--- config.mk ---
export PLATFORM = sky130hd
export DESIGN_NAME = wsc_top
export DESIGN_NICKNAME = d
export VERILOG_FILES = /design/src/include/wsc_pkg.sv /design/src/wsc_top.sv
export SDC_FILE = /design/constraint.sdc
export NUM_CORES = 1
export LEC_CHECK = 0
export ABC_CLOCK_PERIOD_IN_PS = 5800
export BUFFER_PORTS_ARGS = -buffer_cell sky130_fd_sc_hd__buf_4
export CORE_UTILIZATION = 55
export DETAILED_ROUTE_END_ITERATION = 10
export PLACE_DENSITY = 0.82
export SYNTH_ARGS = -nofsm -noshare
export SYNTH_HDL_FRONTEND = slang
export SYNTH_SLANG_ARGS = --single-unit
--- constraint.sdc ---
create_clock -name i_clk -period 5.8 [get_ports i_clk]
set_input_delay 0.29 -clock i_clk [delete_from_list [all_inputs] [get_ports i_clk]]
set_output_delay 0.29 -clock i_clk [all_outputs]
set_load 0.05 [all_outputs]
--- src/include/wsc_pkg.sv ---
// ==========================================================
// Watchdog and sleep/wake control constants
// ==========================================================
// Holds offsets, field positions, reset values and modes.
// Assumes one 25 MHz core-side clock and a plain register port.
//
// How it works
// Watchdog counts ticks of its own free-running RC oscillator.
// Time-out while running requests a full device reset.
// Time-out while asleep wakes the device, no reset.
// Every time-out clears the time-out flag.
// Watchdog runs if config enable or soft enable is set.
// Option register assigns prescaler and selects its ratio.
// Clear or sleep resets counter, and prescaler when assigned.
// Clear zeroes prescaler count, assignment bit stays unchanged.
// Sleep clears watchdog, clears power-down, sets time-out, stops oscillator.
// During sleep every pin keeps its prior drive state.
// Reset pin, time-out or enabled interrupt ends sleep; only pin resets.
// Power-down flag set at power-up, cleared by sleep.
// In sleep only clockless sources may wake the device.
// Sleep execution prefetches the next instruction.
// Interrupt wakes on its own enable, regardless of global enable.
// After wake run next instruction, then vector if global enable.
// Pending enabled interrupt makes sleep a no-operation.
// Interrupt during sleep execution: sleep completes, then wakes at once.
// Software places no-op after sleep and clears watchdog first.
// Interrupt flags set regardless of enable bits.
// Global enable is bit 7 of irq control, cleared by reset.
// Watchdog clear also sets time-out and power-down flags.
package wsc_pkg;
  // ========================================================
  // Widths
  // ========================================================
  localparam int ADDR_W    = 14;
  localparam int DATA_W    = 8;
  localparam int NUM_SRC   = 7;
  localparam int IO_W      = 8;
  localparam int WDT_CNT_W = 8;
  localparam int PRE_CNT_W = 8;
  // ========================================================
  // Register offsets
  // ========================================================
  localparam logic [13:0] OFS_STATUS   = 14'h0003;
  localparam logic [13:0] OFS_IRQ_CTRL = 14'h000B;
  localparam logic [13:0] OFS_IRQ_FLAG = 14'h000C;
  localparam logic [13:0] OFS_OPTION   = 14'h0081;
  localparam logic [13:0] OFS_POWER_CONTROL_STATUS     = 14'h008E;
  localparam logic [13:0] OFS_CONFIG   = 14'h2007;
  // ========================================================
  // Field positions
  // ========================================================
  localparam int STAT_TO_BIT  = 4;
  localparam int STAT_PD_BIT  = 3;
  localparam int OPT_PSA_BIT  = 3;
  localparam int OPT_PS_MSB   = 2;
  localparam int POWER_CONTROL_STATUS_SEN_BIT = 4;
  localparam int CFG_WEN_BIT  = 3;
  localparam int IRQ_GIE_BIT  = 7;
  // ========================================================
  // Reset values
  // ========================================================
  localparam logic [7:0] OPTION_RST   = 8'hFF;
  localparam logic [7:0] IRQ_CTRL_RST = 8'h00;
  localparam logic       SOFT_EN_RST  = 1'b0;
  // Sources 0..5 need no clock; source 6 is clocked
  localparam logic [6:0] SLEEP_WAKE_MASK = 7'h3F;
  typedef enum logic {WSC_RUN, WSC_SLEEP} wsc_mode_t;
endpackage

--- src/wsc_top.sv ---
// ==========================================================
// Watchdog and sleep/wake control
// ==========================================================
// Watchdog, prescaler, status flags and sleep sequencing.
// Assumes the core gives one-cycle execute pulses on i_clk,
// and the RC oscillator arrives as a free-running square wave.
//
// Design decision made here: the strobed register port.
`timescale 1ns/1ps
module wsc_top (
  input  wire logic        i_clk,
  input  wire logic        i_reset_n,
  input  wire logic [13:0] i_addr,
  input  wire logic [7:0]  i_wdata,
  input  wire logic        i_wr,
  input  wire logic        i_rd,
  output logic      [7:0]  o_rdata,
  input  wire logic        i_rc_osc,
  input  wire logic        i_cfg_wdt_en,
  input  wire logic        i_master_clear_n,
  input  wire logic        i_clr_exec,
  input  wire logic        i_sleep_exec,
  input  wire logic [6:0]  i_irq_event,
  input  wire logic [7:0]  i_io_out,
  input  wire logic [7:0]  i_io_oe_n,
  output logic      [7:0]  o_io_out,
  output logic      [7:0]  o_io_oe_n,
  output logic             o_device_reset,
  output logic             o_sleeping,
  output logic             o_osc_drive_off,
  output logic             o_wake,
  output logic             o_wake_vector,
  output logic             o_sleep_nop,
  output logic             o_prefetch_next,
  output logic             o_irq_take
);
  // ========================================================
  // Input synchronisers
  // ========================================================
  logic [2:0] osc_sync_reg;
  logic [1:0] master_clear_pin_sync_reg;
  logic [1:0] cfg_sync_reg;
  always_ff @(posedge i_clk or negedge i_reset_n) begin
    if (!i_reset_n) begin
      osc_sync_reg  <= 3'h0;
      master_clear_pin_sync_reg <= 2'h3;
      cfg_sync_reg  <= 2'h0;
    end else begin
      osc_sync_reg  <= {osc_sync_reg[1:0], i_rc_osc};
      master_clear_pin_sync_reg <= {master_clear_pin_sync_reg[0], i_master_clear_n};
      cfg_sync_reg  <= {cfg_sync_reg[0], i_cfg_wdt_en};
    end
  end
  // RC edge seen only past the second stage
  logic osc_tick;
  logic master_clear_pin_hit;
  logic cfg_en;
  assign osc_tick = osc_sync_reg[1] & ~osc_sync_reg[2];
  assign master_clear_pin_hit = ~master_clear_pin_sync_reg[1];
  assign cfg_en   = cfg_sync_reg[1];

  // ========================================================
  // Registers
  // ========================================================
  logic [7:0] option_reg;
  logic       soft_en_reg;
  logic [7:0] irq_ctrl_reg;
  logic [6:0] irq_flag_reg;
  logic       to_flag_reg;
  logic       pd_flag_reg;
  wsc_pkg::wsc_mode_t mode_reg;
  logic [7:0] pre_cnt_reg;
  logic [7:0] wdt_cnt_reg;
  logic       wdt_rst_reg;

  logic       wr_option;
  logic       wr_power_control_status;
  logic       wr_irq_ctrl;
  logic       wr_irq_flag;
  logic       prescaler_assign_select;
  logic [2:0] ps_rate;
  logic       global_irq_enable;
  logic [6:0] irq_en;
  logic       wdt_run;
  logic       any_reset;
  assign wr_option   = i_wr && i_addr == wsc_pkg::OFS_OPTION;
  assign wr_power_control_status     = i_wr && i_addr == wsc_pkg::OFS_POWER_CONTROL_STATUS;
  assign wr_irq_ctrl = i_wr && i_addr == wsc_pkg::OFS_IRQ_CTRL;
  assign wr_irq_flag = i_wr && i_addr == wsc_pkg::OFS_IRQ_FLAG;
  assign prescaler_assign_select     = option_reg[wsc_pkg::OPT_PSA_BIT];
  assign ps_rate = option_reg[wsc_pkg::OPT_PS_MSB:0];
  assign global_irq_enable     = irq_ctrl_reg[wsc_pkg::IRQ_GIE_BIT];
  assign irq_en  = irq_ctrl_reg[6:0];
  assign wdt_run = cfg_en | soft_en_reg;
  assign any_reset = master_clear_pin_hit | wdt_rst_reg;

  // ========================================================
  // Sleep decisions
  // ========================================================
  logic [6:0] live;
  logic       awake_pend;
  logic       sleep_pend;
  logic       sleep_nop;
  logic       sleep_go;
  logic       wdt_timeout;
  logic       wake_wdt;
  logic       wake_irq;
  logic       wake;
  assign live       = irq_flag_reg & irq_en;
  assign awake_pend = |live;
  assign sleep_pend = |(live & wsc_pkg::SLEEP_WAKE_MASK);
  assign sleep_nop  = i_sleep_exec && mode_reg == wsc_pkg::WSC_RUN
                      && awake_pend && !any_reset;
  assign sleep_go   = i_sleep_exec && mode_reg == wsc_pkg::WSC_RUN
                      && !awake_pend && !any_reset;
  assign wake_wdt   = mode_reg == wsc_pkg::WSC_SLEEP && wdt_timeout;
  assign wake_irq   = mode_reg == wsc_pkg::WSC_SLEEP && sleep_pend;
  assign wake       = (wake_wdt | wake_irq) && !master_clear_pin_hit;

  // ========================================================
  // Prescaler and watchdog counter
  // ========================================================
  // Mask of low prescaler bits that must all be one to pass a tick
  function automatic logic [7:0] rate_mask(input logic [2:0] r);
    rate_mask = 8'((9'h001 << r) - 9'h001);
  endfunction

  logic wdt_clr;
  logic wdt_step;
  logic pre_done;
  assign wdt_clr  = i_clr_exec | sleep_go | any_reset | !wdt_run;
  assign pre_done = (pre_cnt_reg & rate_mask(ps_rate)) == rate_mask(ps_rate);
  assign wdt_step = wdt_run && osc_tick && (!prescaler_assign_select || pre_done);
  assign wdt_timeout = wdt_step && !wdt_clr && wdt_cnt_reg == 8'hFF;

  // Prescaler cleared only when owned; assignment bit untouched
  always_ff @(posedge i_clk or negedge i_reset_n) begin
    if (!i_reset_n) begin
      pre_cnt_reg <= 8'h00;
    end else if (prescaler_assign_select && wdt_clr) begin
      pre_cnt_reg <= 8'h00;
    end else if (prescaler_assign_select && osc_tick) begin
      pre_cnt_reg <= pre_done ? 8'h00 : 8'(pre_cnt_reg + 8'h01);
    end
  end

  always_ff @(posedge i_clk or negedge i_reset_n) begin
    if (!i_reset_n) begin
      wdt_cnt_reg <= 8'h00;
    end else if (wdt_clr) begin
      wdt_cnt_reg <= 8'h00;
    end else if (wdt_step) begin
      wdt_cnt_reg <= 8'(wdt_cnt_reg + 8'h01);
    end
  end

  // Reset request only when not asleep
  always_ff @(posedge i_clk or negedge i_reset_n) begin
    if (!i_reset_n) begin
      wdt_rst_reg <= 1'b0;
    end else begin
      wdt_rst_reg <= wdt_timeout && mode_reg == wsc_pkg::WSC_RUN;
    end
  end

  // ========================================================
  // Mode
  // ========================================================
  always_ff @(posedge i_clk or negedge i_reset_n) begin
    if (!i_reset_n) begin
      mode_reg <= wsc_pkg::WSC_RUN;
    end else begin
      unique case (mode_reg)
        wsc_pkg::WSC_RUN: begin
          if (sleep_go) begin
            mode_reg <= wsc_pkg::WSC_SLEEP;
          end
        end
        wsc_pkg::WSC_SLEEP: begin
          if (master_clear_pin_hit || wake) begin
            mode_reg <= wsc_pkg::WSC_RUN;
          end
        end
      endcase
    end
  end

  // ========================================================
  // Status flags
  // ========================================================
  // A same-cycle clear or sleep masks the time-out event, so the flag is set
  always_ff @(posedge i_clk or negedge i_reset_n) begin
    if (!i_reset_n) begin
      to_flag_reg <= 1'b1;
    end else if (wdt_timeout) begin
      to_flag_reg <= 1'b0;
    end else if (i_clr_exec || sleep_go) begin
      to_flag_reg <= 1'b1; // see R9
    end
  end

  always_ff @(posedge i_clk or negedge i_reset_n) begin
    if (!i_reset_n) begin
      pd_flag_reg <= 1'b1;
    end else if (sleep_go) begin
      pd_flag_reg <= 1'b0;
    end else if (i_clr_exec) begin
      pd_flag_reg <= 1'b1;
    end
  end

  // ========================================================
  // Software registers
  // ========================================================
  always_ff @(posedge i_clk or negedge i_reset_n) begin
    if (!i_reset_n) begin
      option_reg <= wsc_pkg::OPTION_RST;
    end else if (any_reset) begin
      option_reg <= wsc_pkg::OPTION_RST;
    end else if (wr_option) begin
      option_reg <= i_wdata;
    end
  end

  // Soft enable survives pin and watchdog resets
  always_ff @(posedge i_clk or negedge i_reset_n) begin
    if (!i_reset_n) begin
      soft_en_reg <= wsc_pkg::SOFT_EN_RST;
    end else if (wr_power_control_status) begin
      soft_en_reg <= i_wdata[wsc_pkg::POWER_CONTROL_STATUS_SEN_BIT];
    end
  end

  always_ff @(posedge i_clk or negedge i_reset_n) begin
    if (!i_reset_n) begin
      irq_ctrl_reg <= wsc_pkg::IRQ_CTRL_RST;
    end else if (any_reset) begin
      irq_ctrl_reg <= wsc_pkg::IRQ_CTRL_RST;
    end else if (wr_irq_ctrl) begin
      irq_ctrl_reg <= i_wdata;
    end
  end

  // Write one to clear; a new event wins over the clear
  always_ff @(posedge i_clk or negedge i_reset_n) begin
    if (!i_reset_n) begin
      irq_flag_reg <= 7'h00;
    end else begin
      irq_flag_reg <= i_irq_event
        | (irq_flag_reg & ~(wr_irq_flag ? i_wdata[6:0] : 7'h00));
    end
  end

  // ========================================================
  // Read port
  // ========================================================
  logic [7:0] rd_val;
  always_comb begin
    rd_val = 8'h00;
    unique case (i_addr)
      wsc_pkg::OFS_STATUS: begin
        rd_val[wsc_pkg::STAT_TO_BIT] = to_flag_reg;
        rd_val[wsc_pkg::STAT_PD_BIT] = pd_flag_reg;
      end
      wsc_pkg::OFS_IRQ_CTRL: rd_val = irq_ctrl_reg;
      wsc_pkg::OFS_IRQ_FLAG: rd_val = {1'b0, irq_flag_reg};
      wsc_pkg::OFS_OPTION:   rd_val = option_reg;
      wsc_pkg::OFS_POWER_CONTROL_STATUS:     rd_val[wsc_pkg::POWER_CONTROL_STATUS_SEN_BIT] = soft_en_reg;
      wsc_pkg::OFS_CONFIG:   rd_val[wsc_pkg::CFG_WEN_BIT] = cfg_en;
      default:               rd_val = 8'h00;
    endcase
  end

  // Data stands only in the cycle after the strobe
  always_ff @(posedge i_clk or negedge i_reset_n) begin
    if (!i_reset_n) begin
      o_rdata <= 8'h00;
    end else begin
      o_rdata <= i_rd ? rd_val : 8'h00;
    end
  end

  // ========================================================
  // Pin hold
  // ========================================================
  // Capture on entry so the core may stop while pins stay put
  genvar g;
  generate
    for (g = 0; g < wsc_pkg::IO_W; g++) begin : g_hold
      always_ff @(posedge i_clk or negedge i_reset_n) begin
        if (!i_reset_n) begin
          o_io_out[g]  <= 1'b0;
          o_io_oe_n[g] <= 1'b1;
        end else if (mode_reg == wsc_pkg::WSC_RUN) begin
          o_io_out[g]  <= i_io_out[g];
          o_io_oe_n[g] <= i_io_oe_n[g];
        end
      end
    end
  endgenerate

  // ========================================================
  // Core-facing outputs
  // ========================================================
  always_ff @(posedge i_clk or negedge i_reset_n) begin
    if (!i_reset_n) begin
      o_wake        <= 1'b0;
      o_wake_vector <= 1'b0;
      o_sleep_nop   <= 1'b0;
    end else begin
      o_wake        <= wake;
      o_wake_vector <= wake_irq && !master_clear_pin_hit && global_irq_enable;
      o_sleep_nop   <= sleep_nop;
    end
  end

  assign o_device_reset  = any_reset; // see R2
  assign o_sleeping      = mode_reg == wsc_pkg::WSC_SLEEP;
  assign o_osc_drive_off = mode_reg == wsc_pkg::WSC_SLEEP;
  assign o_prefetch_next = i_sleep_exec && mode_reg == wsc_pkg::WSC_RUN;
  assign o_irq_take = global_irq_enable && awake_pend && mode_reg == wsc_pkg::WSC_RUN;
endmodule // wsc_top

Word level (Yosys, flattened, before mapping)
Cells that the tools add are included.
{"block": "op_classes", "n_addsub": 3, "n_mul": 0, "div": 0, "order_cmp": 0, "n_eq_ne": 8, "shifts": 1, "muxes": 22, "bitwise": 15, "n_reduce_logical": 39}
{"op": "2-to-1 mux 8 bit", "n": 10}
{"op": "equality test 14 x 4 -> 1 bit, second input constant", "n": 2}
{"op": "equality test 14 x 8 -> 1 bit, second input constant", "n": 2}
{"op": "logical AND 1 bit", "n": 23}
{"op": "case mux 3 bit (3 select lines)", "n": 2}
{"op": "adder 8 x 1 -> 8 bit, second input constant", "n": 2}
{"op": "bitwise AND 7 bit", "n": 2}
{"op": "equality test 14 bit, second input constant", "n": 1}
{"op": "equality test 14 x 2 -> 1 bit, second input constant", "n": 1}
{"op": "nonzero test 2 bit", "n": 6}
{"op": "case mux 1 bit (5 select lines)", "n": 2}
{"op": "bitwise AND 8 bit", "n": 1}
{"op": "equality test 8 bit", "n": 1}
{"op": "equality test 8 bit, second input constant", "n": 1}
{"op": "left shift 1 x 3 -> 8 bit, first input constant", "n": 1}
{"op": "subtractor 8 x 1 -> 8 bit, second input constant", "n": 1}
{"op": "2-to-1 mux 7 bit", "n": 1}
{"op": "inverter 7 bit", "n": 1}
{"op": "OR 7 bit", "n": 1}
{"op": "OR reduction 7 bit", "n": 1}
{"op": "2-to-1 mux 1 bit", "n": 6}
{"op": "OR 1 bit", "n": 6}
{"op": "OR reduction 6 bit", "n": 1}
{"op": "logical NOT 1 bit", "n": 5}
{"op": "other kinds (4)", "n": 8}
{"block": "word_totals", "ff_bits": 78, "latch_bits": 0, "ramBits": 0, "rom_bits": 0, "in_bits": 54, "output_inout_bits": 32, "elab_cells": 121, "n_memories": 0}

Longest topological paths before layout
Gate-level depths: netlist of run 1.
{"block": "logic_depth", "ltp_word": 17, "ltp_mapped": 11, "ltp_nobuf": 9}

Worst setup path before layout of run 1
OpenSTA, ideal clock, no wires.
{"block": "synth_path", "kind": "flip-flop to flip-flop", "from": "reg mode_reg, in the netlist o_osc_drive_off", "to": "reg pre_cnt_reg[2]", "setup_ns": 0.129, "arrival_time_ns": 2.586, "t_required_ns": 5.671, "path_slack_ns": 3.085, "path_stages_with_launch": 8, "path_buffers": 1, "synth_period_minus_slack_ns": 2.715, "path_cell_list": "dfrtp_1 nor2b_1 nand2_1 o21ai_0 clkbuf_1 o21ai_1 o21ai_0 o21ai_0"}
{"block": "synth_via", "elab_chain_len": 9, "word_cells_on_any_way": 10, "cone_classes": "mux: 1; bitwise: 4; reduce/logical: 5"}
{"element": "start: declaration", "line_no": "wsc_top.sv:71", "text": "wsc_pkg::wsc_mode_t mode_reg;"}
{"element": "start signal: assignment", "line_no": "wsc_top.sv:171", "text": "mode_reg <= wsc_pkg::WSC_RUN;"}
{"element": "start signal: assignment", "line_no": "wsc_top.sv:176", "text": "mode_reg <= wsc_pkg::WSC_SLEEP;"}
{"element": "start signal: assignment", "line_no": "wsc_top.sv:181", "text": "mode_reg <= wsc_pkg::WSC_RUN;"}
{"element": "inverter 1 bit *"}
{"element": "logical AND 1 bit *"}
{"element": "named net o_prefetch_next", "line_no": "wsc_top.sv:34", "text": "output logic o_prefetch_next,"}
{"element": "logical AND 1 bit * (2 in a row)", "line_no": "wsc_top.sv:115", "text": "&& !awake_pend && !any_reset;"}
{"element": "OR 1 bit * (3 in a row)", "line_no": "wsc_top.sv:131", "text": "assign wdt_clr = i_clr_exec | sleep_go | any_reset | !wdt_run;"}
{"element": "logical AND 1 bit *", "line_no": "wsc_top.sv:140", "text": "end else if (prescaler_assign_select && wdt_clr) begin"}
{"element": "2-to-1 mux 8 bit / nonzero test 2 bit (equally long branches)"}
{"element": "end signal: assignment", "line_no": "wsc_top.sv:143", "text": "pre_cnt_reg <= pre_done ? 8'h00 : 8'(pre_cnt_reg + 8'h01);"}
{"element": "end: declaration", "line_no": "wsc_top.sv:72", "text": "logic [7:0] pre_cnt_reg;"}
The timed path passes the listed nets; every way through them passes the cells marked *.
A chain may end at the register's enable or synchronous reset.

Final worst setup path of run 1
{"block": "layout_path", "from": "reg master_clear_pin_sync_reg[1]", "to": "reg wdt_rst_reg"}
{"block": "layout_via", "elab_chain_len": 11}
{"element": "start: declaration", "line_no": "wsc_top.sv:41", "text": "logic [1:0] master_clear_pin_sync_reg;"}
{"element": "start signal: assignment", "line_no": "wsc_top.sv:50", "text": "master_clear_pin_sync_reg <= {master_clear_pin_sync_reg[0], i_master_clear_n};"}
{"element": "inverter 1 bit *", "line_no": "wsc_top.sv:59", "text": "assign master_clear_pin_hit = ~master_clear_pin_sync_reg[1];"}
{"element": "OR 1 bit *", "line_no": "wsc_top.sv:95", "text": "assign any_reset = master_clear_pin_hit | wdt_rst_reg;"}
{"element": "logical NOT 1 bit", "line_no": "wsc_top.sv:115"}
{"element": "logical AND 1 bit", "line_no": "wsc_top.sv:115"}
{"element": "OR 1 bit", "line_no": "wsc_top.sv:131"}
{"element": "OR 1 bit * (2 in a row)", "line_no": "wsc_top.sv:131"}
{"element": "logical NOT 1 bit *", "line_no": "wsc_top.sv:134", "text": "assign wdt_timeout = wdt_step && !wdt_clr && wdt_cnt_reg == 8'hFF;"}
{"element": "logical AND 1 bit * (2 in a row)", "line_no": "wsc_top.sv:134"}
{"element": "logical AND 1 bit *", "line_no": "wsc_top.sv:162", "text": "wdt_rst_reg <= wdt_timeout && mode_reg == wsc_pkg::WSC_RUN;"}
{"element": "end signal: assignment", "line_no": "wsc_top.sv:162"}
{"element": "end: declaration", "line_no": "wsc_top.sv:74", "text": "logic wdt_rst_reg;"}
Every way passes the cells marked *; elsewhere a longest branch is shown, timed or not.

==> metrics, run 1 <==
most frequent cell after synthesis dfrtp_1; CP Max Fanout 12; Mapped Cells 341; Hold Slack 0.0392 ns; worst-case clock skew 0.0110 ns; filler cell count 476; max-slew violation count 0; post-layout util 70.9%; first-pass GRT wire length 13.6 mm; initial core utilization 57.0%; relative slew slack 38.1%; setup TNS 0 ns; outcome finished clean; final WL 8.18 mm; post_cts resized 0; WHS Endpoint cfg_sync_reg[0]; Yosys top cell by area dfrtp_1; R2R Setup Slk 2.81 ns; Cell Area, Synth 3620 µm²; Remaining DRCs 0; Yosys warnings 0; die extent in y 83.1 µm; CTS tree built; share of layout cells above drive strength 1 35.6%; final antenna-violating net count 0; GR Overflow Total 0; hold wc startpoint i_cfg_wdt_en; initial drt markers 272; clk buf depth 2; Post-Syn Nets 398; drt pass-1 iters 5; clk sinks 77; commonest cells in the netlist dfrtp_1 (57), nand2_1 (51), nand3_1 (26), nor2_1 (22), dfstp_2 (20); Async SR Flop Fraction 100%; worst reg2reg path endpoint wdt_rst_reg; dpl hpwl 5.81 mm; H-Tree Depth 3; PwrDens 269 nW/µm²; Leak 1.96 nW; CP required 6.07 ns; core footprint 6350 µm²; hold path cells 1; max cap viols 0; clock-pin slew on the worst setup and hold paths 0.09 ns; worst vdd ir 0.255 mV; FP Rows 29; I/O pin count 86; WL/cell 16.2 µm; Reg2Reg Depth 8; GPL Wtd Cong 0.867; number of synthesized flops with an enable pin 0; startpoint types flip-flop; Vias 3002; postcts setup bufs 0; final worst slack 2.81 ns; synth unique cells 62; post-synthesis sequential area ratio 53.9%; Tmin final 2.99 ns; type of the worst setup path reg -> reg; crit path launch master_clear_pin_sync_reg[1]; port bufs 85; ANT cells 0; Setup WS pre-CTS 2.85 ns; Arrival @ worst endpoint 3.25 ns; total power draw 1.21 mW; die width 83.1 µm; vias per cell 5.96; RSZ-0062 raised after global routing false; HP Class in -> reg; fmax 0.335 GHz; fin crit share 51.5%; Primary FF master, synth dfrtp_1; Synth Area per Inst 10.6 µm²; vias in the first global route 2971; die area 6910 µm²; CTS buffer count 9; Post-CTS Hold Fix Bufs 0; Slew @ Worst Pin 0.928 ns; largest net degree at the start of global routing 78; Final Net Count 479; largest cells by area after synthesis dfrtp_1 (39%), dfstp_2 (15%), nand2_1 (5.3%); endpoints failing hold 0; CP endpoint kind flip-flop; Synth Register Bits 77; reg2reg start master_clear_pin_sync_reg[1]; post-synth top area share 39.4%; Root Driver clkbuf_8; P&R area growth vs syn 24.4%; # setup viols final 0; All-Layer GR Usage 24.9%; antenna violations before repair 0; clock latency on the worst-skew pair 0.35 ns
[final cells by class]
type | instances | area (µm²) | share of cell area [%]
clock inverters | 6 | 93.8 | 2.08
repair buffers | 86 | 646 | 14.3
flip-flops and latches | 77 | 1950 | 43.3
clock buffers | 10 | 138 | 3.06
multi-input cells | 243 | 1560 | 34.6
inverters | 5 | 18.8 | 0.417
well taps | 77 | 96.3 | 2.14
[per-stage QoR]
stage,instances,instance area [µm²]
floorplan,341,3620
global placement,488,4270
detailed placement,488,4270
CTS,504,4500
global route,504,4500
finish,504,4500
[where the power goes]
group          switching [mW]  internal, mW
Sequential             0.0153         0.562
Clock                   0.209         0.258
Combinational           0.104        0.0650
[logic make-up after synthesis]
logic type	synth area share, %
buffers and inverters	2.97
AND/OR/NAND/NOR	21.8
flip-flops	53.9
multiplexers	6.53
adder cells (fa/ha/maj)	1.04
XOR/XNOR	0.484
AO/OA/AOI/OAI	13.2
[metal layers]
layer | vias to the layer above | global-route usage (%) | part of all wire (%)
met5 | - | 0 | 0
met4 | 0 | 11.1 | 2.0
met3 | 15 | 5.96 | 8.4
met2 | 144 | 39.4 | 49
met1 | 1447 | 32.7 | 41
li1 | 1396 | - | -
[critical path: stages (launching register included)]
cell and delay (ns):
dfstp_2 0.54, nor2b_1 0.58, clkinv_1 0.48, nor3_1 0.29, o21ai_0 0.12, buf_4 0.19
nor2_1 0.24, and3b_1 0.29, nor2b_1 0.17
[worst max path at each step]
stage               cells past startpoint        endpoint
finish                                  8     wdt_rst_reg
global route                            8     wdt_rst_reg
CTS                                     8     wdt_rst_reg
detailed placement                      8     wdt_rst_reg
global placement                        8     wdt_rst_reg
floorplan                               7  pre_cnt_reg[2]
[layout by cell type (no fill, tap or decap), types with 3 or more instances in the layout]
cell	instances
a21o_1	7
a21oi_1	19
a222oi_1	5
a22oi_1	5
and3_1	5
buf_4	86
clkbuf_8	10
dfrtp_1	57
dfstp_2	20
ha_1	3
inv_1	4
mux2_2	17
mux2i_1	3
nand2_1	51
nand3_1	26
nand4_1	4
nor2_1	22
nor2b_1	6
nor3_1	7
o211ai_1	3
o21ai_0	7
o22ai_1	3
o31ai_1	4
or3_1	3
Note: power is estimated with default switching activity, not from simulation.
==> run 2: changes to the inputs <==
--- a/config.mk
+++ b/config.mk
@@ -5,11 +5,11 @@
 export SDC_FILE = /design/constraint.sdc
 export NUM_CORES = 1
 export LEC_CHECK = 0
-export ABC_CLOCK_PERIOD_IN_PS = 5800
+export ABC_CLOCK_PERIOD_IN_PS = 3100
 export BUFFER_PORTS_ARGS = -buffer_cell sky130_fd_sc_hd__buf_4
-export CORE_UTILIZATION = 55
+export CORE_UTILIZATION = 53
 export DETAILED_ROUTE_END_ITERATION = 10
-export PLACE_DENSITY = 0.82
+export PLACE_DENSITY = 0.79
 export SYNTH_ARGS = -nofsm -noshare
 export SYNTH_HDL_FRONTEND = slang
 export SYNTH_SLANG_ARGS = --single-unit
==> constraint.sdc (replaced) <==
create_clock -name i_clk -period 3.1 [get_ports i_clk]
set_input_delay 0.155 -clock i_clk [delete_from_list [all_inputs] [get_ports i_clk]]
set_output_delay 0.155 -clock i_clk [all_outputs]
set_load 0.05 [all_outputs]
==> run 2 against run 1 <==
Compared with the run above:
- maximum frequency rose by 4.3%
- clock-buffer cell count grew 2
- flip-flop and latch count unchanged
- setup slack worse by 2.6 ns
- register-to-register slack got worse by 2.6 ns
- clock skew fell by 0.0024 ns
- via count down 0.33%
- die area is 3.7% higher
- critical path type unchanged
- largest power group unchanged
- highest routed layer unchanged
==> metrics, run 2 (same netlist as run 1, synthesis figures left out) <==
WL/cell 16.2 µm; setup TNS 0 ns; clk sinks 77; Setup WS pre-CTS 0.250 ns; fmax 0.349 GHz; clk buf depth 2; Worst path max stage delay 0.50 ns; drt pass-1 iters 6; max-slew violation count 0; clock-pin slew on the worst setup and hold paths 0.08 ns; vias in the first global route 2988; I/O pin count 86; type of the worst setup path reg -> reg; Placed Cells 491; max cap viols 0; share of layout cells above drive strength 1 35.0%; outcome finished clean; clock latency on the worst-skew pair 0.34 ns; antenna violations before repair 0; startpoint types flip-flop; initial drt markers 225; Cell Chain, Critical Path or3_4 > ha_1 > or4bb_1 > a311oi_1 > a31oi_2 > nand2_1 > and3b_1 > o21ba_2; Root Driver clkbuf_8; All-Layer GR Usage 24.7%; largest net degree at the start of global routing 78; Remaining DRCs 0; most common cell after layout, fill and taps aside buf_4; post_cts resized 0; HP Class in -> reg; fin crit share 92.4%; final non-filler cell total 517; CP required 3.34 ns; first-pass GRT wire length 13.8 mm; CTS buffer count 9; P&R area growth vs syn 26.3%; filler cell count 491; core footprint 6460 µm²; Worst path slowest cell or4bb_1; Slew @ Worst Pin 0.931 ns; H-Tree Depth 3; placed inst area 4300 µm²; die area 7160 µm²; Leak 1.99 nW; final worst slack 0.236 ns; worst vdd ir 0.390 mV; GPL Wtd Cong 0.843; postcts setup bufs 0; worst-case clock skew 0.00857 ns; FP Rows 29; ANT cells 0; GR Overflow Total 0; # setup viols final 0; Arrival @ worst endpoint 3.10 ns; PwrDens 458 nW/µm²; CP Max Fanout 11; dpl hpwl 6.08 mm; commonest non-fill, non-tap cells in the layout buf_4 (89), dfrtp_1 (57), nand2_1 (51); Tmin final 2.86 ns; Final Net Count 492; die width 84.6 µm; RSZ-0062 raised after global routing false; CP endpoint kind flip-flop; die extent in y 84.6 µm; vias per cell 5.79; final WL 8.37 mm; final antenna-violating net count 0; final instance area 4570 µm²; relative slew slack 37.9%; endpoints failing hold 0; initial core utilization 56.0%; port bufs 85; CTS tree built; Vias 2992
==> run 2: cell types whose count changed in the layout (fill, tap and decap cells not counted), moves of 2 or more <==
cell,change
dlygate4sd3_1,+10
buf_4,+3
clkinv_2,+3
bufinv_16,-2
inv_6,-2
==> run 2: power by group <==
group / total, mW / internal (mW) / leakage (nW) / switching (mW)
logic: 0.339 / 0.132 / 0.963 / 0.207
clock network: 0.684 / 0.331 / 0.0921 / 0.354
registers: 1.07 / 1.05 / 0.939 / 0.0180
total: 2.09 / 1.51 / 1.99 / 0.579
==> run 2: layer usage <==
layer  vias to the layer above  GRT usage (%)  share of wire [%]
li1                       1427              -                  -
met2                       116           41.0                 49
met1                      1437           31.3                 42
met4                         0           7.09                1.5
met5                         -              0                  0
met3                        12           7.57                7.4
==> run 2: critical path, delay by kind of cell, from the launching register on <==
family	cells	cell delay (ns)
and+or+nand+nor	4	1.46
adders and majority gates	1	0.27
DFF	1	0.42
AOI/OAI and AO/OA	3	0.60
==> run 2: cell type report <==
class	count	area, µm²	area share [%]
Sequential cell	77	1950	42.7
Multi-Input combinational cell	243	1560	34.1
Timing Repair Buffer	99	768	16.8
Clock buffer	12	155	3.39
Tap cell	77	96.3	2.11
Clock inverter	4	22.5	0.492
Inverter	5	18.8	0.410
==> run 2: per-stage QoR <==
stage	power (mW)	utilization [%]	hold slack [ns]
3_5_place_dp	1.42	66.5	0.266
2_1_floorplan	1.27	-	-0.141
6_report	2.09	70.8	0.0129
4_1_cts	2.11	70.8	0.00368
5_1_grt	2.17	70.8	0.00201
3_3_place_gp	1.41	66.5	0.265
==> run 2: worst paths after layout <==
| check | startpoint | endpoint | slack, ns | cells after the start |
|---|---|---|---|---|
| min in group asynchronous | i_reset_n | pre_cnt_reg[6] | 0.49 | 2 |
| max in group asynchronous | i_reset_n | irq_ctrl_reg[1] | 2.01 | 2 |
| hold reg to reg | osc_sync_reg[0] | osc_sync_reg[1] | 0.36 | 0 |
| hold / removal | i_irq_event[5] | irq_flag_reg[5] | 0.01 | 2 |
| setup / recovery | option_reg[2] | o_wake | 0.24 | 8 |
| setup reg to reg | option_reg[2] | o_wake | 0.24 | 8 |
==> run 2: repair_timing <==
action	in CTS	in global routing
endpoints found under the setup margin	0	0
endpoints found under the hold margin	52	0
hold buffers	10	0
